File: src/core/hsb_pkg.sv
// Purpose: shared constants and carriers for the host-to-card-bus I/O bridge
// Assumes: host strobes are active low pins; one 100 MHz clock
// Notes: nothing here is synthesised on its own
// Notes on behaviour
// - only host I/O reads and writes pass; memory cycles never do
// - a static jumper picks 8-bit or 10-bit card address decoding
// - in 10-bit mode all host address bits 0..9 drive the card bus
// - in 8-bit mode only host I/O addresses 100..1ff hex pass
// - card request asserts on either strobe; read follows read, write write
// - card I/O request is held off during host DMA cycles
// - five interrupt outputs drive host request lines 3 through 7
// - each host interrupt picks one of four card requests by jumper
// - no cascaded interrupt acknowledge is produced on the card bus
// - card wait requests stretch the host cycle through channel ready
// - card bus system reset follows the host reset
// - eight data bits move between host and card in strobe direction
package hsb_pkg;
  localparam int ADDR_W    = 10;
  localparam int DATA_W    = 8;
  localparam int IRQ_N     = 5;
  localparam int SRC_N     = 4;
  localparam int SEL_W     = 2;
  localparam int SYNC_N    = 3;
  // window for 8-bit mode: top address bits must be 2'b01
  localparam logic [1:0] WIN8_HI = 2'h1;
  // source codes of the interrupt jumper
  localparam logic [SEL_W-1:0] SRC_INTRQ  = 2'h0;
  localparam logic [SEL_W-1:0] SRC_INTRQ1 = 2'h1;
  localparam logic [SEL_W-1:0] SRC_INTRQ2 = 2'h2;
  localparam logic [SEL_W-1:0] SRC_NMIRQ  = 2'h3;

  // host-side strobes, active low as on the pins, plus aen, which is active high
  typedef struct packed {
    logic ior_n;
    logic iow_n;
    logic memr_n;
    logic memw_n;
    logic aen;
  } hsb_host_ctl_s;

  // card-side strobes, active low
  typedef struct packed {
    logic iorq_n;
    logic rd_n;
    logic wr_n;
  } hsb_card_ctl_s;

  typedef enum logic [1:0] {
    HSB_IDLE,
    HSB_READ,
    HSB_WRITE
  } hsb_cyc_e;
endpackage

File: src/core/hsb_bridge.sv
// Purpose: forwards host 8-bit I/O cycles to card-bus I/O cards
// Assumes: host pins asynchronous, sampled through hsb_sync
// Notes: card strobes lag the host by five edges (synchroniser plus one register); use wait if slow
`timescale 1ns/10ps
module hsb_bridge (
  input  wire logic                      i_clock,
  input  wire logic                      i_rst,
  input  wire logic                      i_ce,
  input  wire hsb_pkg::hsb_host_ctl_s    i_host_ctl,
  input  wire logic [hsb_pkg::ADDR_W-1:0] i_host_addr,
  input  wire logic [hsb_pkg::DATA_W-1:0] i_host_data,
  output logic      [hsb_pkg::DATA_W-1:0] o_host_data,
  output logic                           o_host_data_oe,
  output logic                           o_host_chrdy,
  output logic      [hsb_pkg::IRQ_N-1:0]  o_host_irq,
  input  wire logic                      i_address_width_jumper,
  input  wire logic [hsb_pkg::IRQ_N*hsb_pkg::SEL_W-1:0] i_irq_sel,
  output hsb_pkg::hsb_card_ctl_s         o_card_ctl,
  output logic      [hsb_pkg::ADDR_W-1:0] o_card_addr,
  output logic      [hsb_pkg::DATA_W-1:0] o_card_data,
  output logic                           o_card_data_oe,
  input  wire logic [hsb_pkg::DATA_W-1:0] i_card_data,
  input  wire logic                      i_card_wait_n,
  input  wire logic [hsb_pkg::SRC_N-1:0]  i_card_intrq_n,
  output logic                           o_card_sysreset_n
);
  localparam int CW = $bits(hsb_pkg::hsb_host_ctl_s);
  localparam int SW = CW + hsb_pkg::ADDR_W + hsb_pkg::DATA_W + 1
                      + hsb_pkg::SRC_N + hsb_pkg::DATA_W;
  localparam logic [CW-1:0] CTL_IDLE = 5'h1e; // strobes high, aen low

  hsb_pkg::hsb_host_ctl_s            ctl;
  logic [hsb_pkg::ADDR_W-1:0]        addr;
  logic [hsb_pkg::DATA_W-1:0]        hdata;
  logic [hsb_pkg::DATA_W-1:0]        cdata;
  logic                              wait_n;
  logic [hsb_pkg::SRC_N-1:0]         intrq_n;
  logic [SW-1:0]                     sync_out;
  hsb_pkg::hsb_cyc_e                 cyc_q;
  hsb_pkg::hsb_cyc_e                 cyc_d;
  hsb_pkg::hsb_card_ctl_s            card_q;
  logic [hsb_pkg::ADDR_W-1:0]        caddr_q;
  logic [hsb_pkg::DATA_W-1:0]        cdat_q;
  logic [hsb_pkg::DATA_W-1:0]        hdat_q;
  logic                              hoe_q;
  logic                              coe_q;
  logic                              chrdy_q;
  logic [hsb_pkg::IRQ_N-1:0]         irq_q;
  logic                              jmp_q;

  // all host and card pins except the jumpers (i_address_width_jumper, i_irq_sel) share one synchroniser bank
  hsb_sync #(
    .WIDTH (SW),
    .INIT  ({CTL_IDLE, {hsb_pkg::ADDR_W{1'b0}}, {hsb_pkg::DATA_W{1'b0}},
             1'b1, {hsb_pkg::SRC_N{1'b1}}, {hsb_pkg::DATA_W{1'b0}}})
  ) u_sync (
    .i_clock (i_clock),
    .i_rst   (i_rst),
    .i_ce    (i_ce),
    .i_async ({i_host_ctl, i_host_addr, i_host_data, i_card_wait_n,
               i_card_intrq_n, i_card_data}),
    .o_sync  (sync_out)
  );
  assign {ctl, addr, hdata, wait_n, intrq_n, cdata} = sync_out;

  // picks one card request for a host line from its jumper code
  function automatic logic irq_pick(input logic [hsb_pkg::SRC_N-1:0] req_n,
                                    input logic [hsb_pkg::SEL_W-1:0] sel);
    unique case (sel)
      hsb_pkg::SRC_INTRQ:  irq_pick = ~req_n[0];
      hsb_pkg::SRC_INTRQ1: irq_pick = ~req_n[1];
      hsb_pkg::SRC_INTRQ2: irq_pick = ~req_n[2];
      hsb_pkg::SRC_NMIRQ:  irq_pick = ~req_n[3];
    endcase
  endfunction

  // decode: memory strobes are never looked at for forwarding
  wire io_rd   = ~ctl.ior_n & ctl.iow_n;
  wire io_wr   = ~ctl.iow_n & ctl.ior_n;
  wire dma     = ctl.aen;
  wire in_win8 = (addr[9:8] == hsb_pkg::WIN8_HI);
  wire addr_ok = jmp_q ? 1'b1 : in_win8;
  wire fwd     = addr_ok & ~dma;

  // next cycle kind; a cycle ends when its strobe returns high
  always_comb begin
    cyc_d = hsb_pkg::HSB_IDLE;
    if (fwd && io_rd) begin
      cyc_d = hsb_pkg::HSB_READ;
    end else if (fwd && io_wr) begin
      cyc_d = hsb_pkg::HSB_WRITE;
    end
  end

  // jumper is static: resampled on every enabled clock after reset
  always_ff @(posedge i_clock) begin
    if (i_rst) begin
      jmp_q <= 1'b0;
    end else if (i_ce) begin
      jmp_q <= i_address_width_jumper;
    end
  end

  // cycle state and card strobes
  always_ff @(posedge i_clock) begin
    if (i_rst) begin
      cyc_q  <= hsb_pkg::HSB_IDLE;
      card_q <= 3'h7;
    end else if (i_ce) begin
      cyc_q         <= cyc_d;
      card_q.iorq_n <= (cyc_d == hsb_pkg::HSB_IDLE);
      card_q.rd_n   <= (cyc_d != hsb_pkg::HSB_READ);
      card_q.wr_n   <= (cyc_d != hsb_pkg::HSB_WRITE);
    end
  end

  // address and data paths; 8-bit mode still drives bits 9:8 as seen
  always_ff @(posedge i_clock) begin
    if (i_rst) begin
      caddr_q <= '0;
      cdat_q  <= '0;
      hdat_q  <= '0;
      coe_q   <= 1'b0;
      hoe_q   <= 1'b0;
    end else if (i_ce) begin
      caddr_q <= addr;
      cdat_q  <= hdata;
      hdat_q  <= cdata;
      coe_q   <= (cyc_d == hsb_pkg::HSB_WRITE);
      hoe_q   <= (cyc_d == hsb_pkg::HSB_READ);
    end
  end

  // wait and interrupts; no acknowledge path exists by design
  always_ff @(posedge i_clock) begin
    if (i_rst) begin
      chrdy_q <= 1'b1;
      irq_q   <= '0;
    end else if (i_ce) begin
      // gate on the cycle being launched, not the one ending: the synced
      // wait lags the card strobes, so a stale low must not outlive them
      chrdy_q <= wait_n | (cyc_d == hsb_pkg::HSB_IDLE);
      for (int i = 0; i < hsb_pkg::IRQ_N; i++) begin
        irq_q[i] <= irq_pick(intrq_n,
                    i_irq_sel[i*hsb_pkg::SEL_W +: hsb_pkg::SEL_W]);
      end
    end
  end

  assign o_card_ctl        = card_q;
  assign o_card_addr       = caddr_q;
  assign o_card_data       = cdat_q;
  assign o_card_data_oe    = coe_q;
  assign o_host_data       = hdat_q;
  assign o_host_data_oe    = hoe_q;
  assign o_host_chrdy      = chrdy_q;
  assign o_host_irq        = irq_q;
  assign o_card_sysreset_n = ~i_rst;
endmodule

File: src/core/hsb_sync.sv
// Purpose: three-stage synchroniser with agreement filter
// Assumes: input is asynchronous to i_clock
// Notes: first stage feeds only the second stage
`timescale 1ns/10ps
module hsb_sync #(
  parameter int          WIDTH = 1,
  parameter logic [WIDTH-1:0] INIT = '0
) (
  input  wire logic             i_clock,
  input  wire logic             i_rst,
  input  wire logic             i_ce,
  input  wire logic [WIDTH-1:0] i_async,
  output logic      [WIDTH-1:0] o_sync
);
  logic [WIDTH-1:0] s1_q;
  logic [WIDTH-1:0] s2_q;
  logic [WIDTH-1:0] s3_q;
  logic [WIDTH-1:0] out_q;
  wire  [WIDTH-1:0] agree = ~(s2_q ^ s3_q);
  wire  [WIDTH-1:0] out_d = (agree & s3_q) | (~agree & out_q);

  // a change counts only once stages two and three agree
  always_ff @(posedge i_clock) begin
    if (i_rst) begin
      s1_q  <= INIT;
      s2_q  <= INIT;
      s3_q  <= INIT;
      out_q <= INIT;
    end else if (i_ce) begin
      s1_q  <= i_async;
      s2_q  <= s1_q;
      s3_q  <= s2_q;
      out_q <= out_d;
    end
  end
  assign o_sync = out_q;
endmodule

File: config.mk
export PLATFORM = sky130hd
export DESIGN_NAME = hsb_bridge
export DESIGN_NICKNAME = d
export VERILOG_FILES = /design/src/core/hsb_pkg.sv /design/src/core/hsb_bridge.sv /design/src/core/hsb_sync.sv
export SDC_FILE = /design/constraint.sdc
export NUM_CORES = 1
export LEC_CHECK = 0
export BUFFER_PORTS_ARGS = -buffer_cell sky130_fd_sc_hd__buf_4
export CORE_UTILIZATION = 50
export DETAILED_ROUTE_END_ITERATION = 16
export PLACE_DENSITY = 0.7
export REMOVE_ABC_BUFFERS = 1
export SLEW_MARGIN = 20
export SYNTH_ARGS = -nofsm -noshare
export SYNTH_HDL_FRONTEND = slang
export SYNTH_HIERARCHICAL = 1
export SYNTH_SLANG_ARGS = --single-unit
File: constraint.sdc
create_clock -name i_clock -period 1.5 [get_ports i_clock]
set_input_delay 0.15 -clock i_clock [delete_from_list [all_inputs] [get_ports i_clock]]
set_output_delay 0.15 -clock i_clock [all_outputs]
set_load 0.01 [all_outputs]
# [After elaboration in Yosys (flattened, before gate mapping)]
# Index checks and enable logic that the tools add are counted.
[totals] ff_bits=182 in_bits=50 out_inout_bits=38 elab_cells=69
[op_classes] n_eq_ne=20 muxes=8 bitwise=18 reduce_logical=8
[ops] cell="$and 36x36->36" n=2
[ops] cell="$not 36->36" n=2
[ops] cell="$or 36x36->36" n=1
[ops] cell="$xor 36x36->36" n=1
[ops] cell="$eq 2x2->1 const B" n=11
[ops] cell="$pmux 1 s4" n=5
[ops] cell="$eq 2x1->1 const B" n=7
[ops] cell="$logic_not 2->1" n=6
[ops] cell="$not 1->1" n=8
[ops] cell="$mux 2" n=2
[ops] cell="$and 1x1->1" n=3
[ops] cell="$logic_and 1x1->1" n=2
[ops] cell="$ne 2x1->1 const B" n=1
[ops] cell="$ne 2x2->1 const B" n=1
[ops] cell="$mux 1" n=1
[ops] cell="$or 1x1->1" n=1

# [Depth between registers and ports, before layout]
[logic_depth] depth_word=8 mapped_depth=6 depth_no_buf=3

# [Modules after synthesis]
# The synthesis kept the hierarchy.
[by_module_without_submodules] mod="hsb_sync" instances=1 cells_each=554 area_each_um2=5467.7 seq_area_each_um2=2882.8
[by_module_without_submodules] mod="hsb_bridge" instances=1 cells_each=140 area_each_um2=1487.7 seq_area_each_um2=760.7

# [Worst setup path after synthesis]
# Ideal clock, no wire load.
[synth_timing] path_kind="register to register" from="reg (tool-made name)" to="reg irq_q, in the netlist o_host_irq[0]" setup_time_ns=0.086 arrival_ns=0.982 required_ns=1.414 path_slack_ns=0.433 stages_incl_launch_ff=3 path_buffers=0 period_less_slack_ns=1.067 cell_sequence="dfxtp_1 -> mux4_2 -> a211oi_1"
[synth_rtl] item="end signal: indexed assignment" line="hsb_bridge.sv:144" rtl="irq_q[i] <= irq_pick(intrq_n,"
[synth_rtl] item="end: declaration" line="hsb_bridge.sv:48" rtl="logic [hsb_pkg::IRQ_N-1:0] irq_q;"

==> implementation parameters <==
Parameter                              Value

Flow run
  Number of max-cap violations ... 0

Floorplanning
  Standard cell core area ... roughly 13000 sq um
  Die Y-Extent ... about 120 um
  Initial cell density of the core ... 0.520
  Ports placed on the boundary ... 88
  Area enclosed by the die boundary ... 13800 sq um
  Die extent in x ... ~120 um
  Row count ... 41

CTS
  Post-cts sizing count ... 0
  Buffer count from post-CTS setup fixing ... 0
  CTS tree ... built
  Count of clock tree sinks ... 174
  Post-CTS clock slew at the launch and capture registers of the worst setup and hold paths ... approximately 60 ps
  CTS buffer count ... 17
  CTS H-tree depth ... 4
  Clock root buffer master ... sky130_fd_sc_hd__clkbuf_16
  Post-cts hold buffer count ... 34
  Clock latency on the worst-skew pair ... 420 ps
  CTS max path bufs ... 2

Timing
  Final-report max-slew violation count ... 0
  Slew Limit Headroom ... 0.750
  Setup violations, final ... 0
  Setup skew after layout ... 6.07 ps
  Final hold violations ... 0
  Final Cycle Share ... 0.792
  Setup TNS ... 0 ps
  Worst-Margin Slew ... 375 ps
  Final worst slack ... 313 ps
  Unrepaired setup endpoints after global routing ... false
  Hold WS ... 78.7 ps
  Achievable clock frequency ... around 840 MHz
  Final min period ... 1190 ps

Global routing
  GR Util met1 ... 0.209
  Overflow left after global routing ... 0
  Via count of the first global-routing pass ... about 4500
  Wire length of the first global-routing pass ... 20300 um
  GRT Util Overall ... 0.181
  GR Layer Usage met2 ... 0.310
  GRT Max-Usage Layer ... met2
  Global-route track usage on met3 ... 0.0528
  Largest net degree at the start of global routing ... 64
  Antenna violations before repair ... 0

Hold path
  Type of the worst min-delay path ... input port to flip-flop
  Cell depth of the worst min-delay path ... 3

Critical path
  Max FO, Critical Path ... 7
  Worst reg-to-reg setup slack ... around 310 ps
  Data required time of the worst path ... approximately 1800 ps
  Critical path data arrival time ... 1520 ps
  CP Launch Type ... flip-flop
  Worst setup EP type ... flip-flop
  Type of the setup path with the least slack ... flip-flop to flip-flop
  Worst reg-to-reg path cell count ... 2

Power and ir drop
  Power per cell area ... 1150 nW/um^2
  Leakage ... between 3 and 4 nW
  VDD IR-drop max ... approximately 0.7 mV

Placement
  Gpl congestion ... 0.703
  Setup Slack @ Placement ... 276 ps
  Post-DP HPWL ... roughly 7600 um
  Count of input and output buffers ... 85

Synthesis
  Synth warnings ... 6
  Cell Area, Synth ... around 6700 sq um
  Mean instance size in the synthesized netlist ... 10.0 sq um
  Gate count of the mapped netlist ... 664

Detailed routing
  Iteration-0 DRC Markers ... 228
  Vias after detailed routing ... around 4800
  Remaining DRCs ... 0
  Detailed Route WL ... 12200 um
  Final antenna-violating net count ... 0
  WL/cell ... roughly 13 um
  Via-to-Cell Ratio ... 5.07
  First-pass DRT Iterations ... 4

Final layout
  Share of final-layout standard cells stronger than drive strength 1 ... 0.176
  Antenna Cells ... 0
  Total Nets Final ... 819
  Most frequent cells in the layout ... sky130_fd_sc_hd__dfxtp_1, sky130_fd_sc_hd__nor2_1, sky130_fd_sc_hd__mux2i_1
  Most common cell after layout, fill and taps aside ... sky130_fd_sc_hd__dfxtp_1
  Synth-to-Final Area Change ... 24.2%

Outcome
  Status ... completed
## area by class of cell
cell class | count | area [sq um]
Sequential cell | 174 | 3480
Clock buffer | 24 | 502
Timing Repair Buffer | 136 | 1220
Inverter | 11 | 41.3
Tap cell | 172 | 215
Clock inverter | 6 | 35.0
Multi-Input combinational cell | 429 | 2780
Fill cell | 1047 | 4550
## worst max-delay path, stage by stage, from the launching register on
cell and delay, ps:
sky130_fd_sc_hd__dfxtp_1 370, sky130_fd_sc_hd__mux4_2 490, sky130_fd_sc_hd__a211oi_1 240
## layer usage
layer	part of all wire	up-vias
met4	0.017	0
met3	0.033	17
met5	0	-
met1	0.46	2248
li1	-	2488
met2	0.49	71
## power by group
| group | total [mW] | internal (mW) | leakage, nW | switching (mW) |
|---|---|---|---|---|
| sequential | 4.84 | 4.75 | 1.42 | 0.0833 |
| clock | 3.96 | 2.31 | 0.264 | 1.66 |
| combinational | 0.713 | 0.384 | 2.11 | 0.329 |
## stage by stage
stage / instances / power, mW / instance area, sq um / util
after global routing: 952 / 9.90 / 8280 / 0.646
after detailed placement: 887 / 5.58 / 7390 / 0.576
final: 952 / 9.51 / 8280 / 0.646
after floorplan: 614 / 5.17 / 6310 / -
after CTS: 951 / 9.62 / 8270 / 0.645
after global placement: 887 / 5.55 / 7390 / 0.576
## path summary, 6_finish.rpt
check	from	endpoint
worst max register to register	flip-flop	o_host_irq[0]
worst min register to register	u_sync/s3_q[11]	u_sync/s3_q[11]
worst max-delay path	flip-flop	o_host_irq[0]
worst min-delay path	i_irq_sel[2]	o_host_irq[1]
Note: power is estimated with default switching activity, not from simulation.
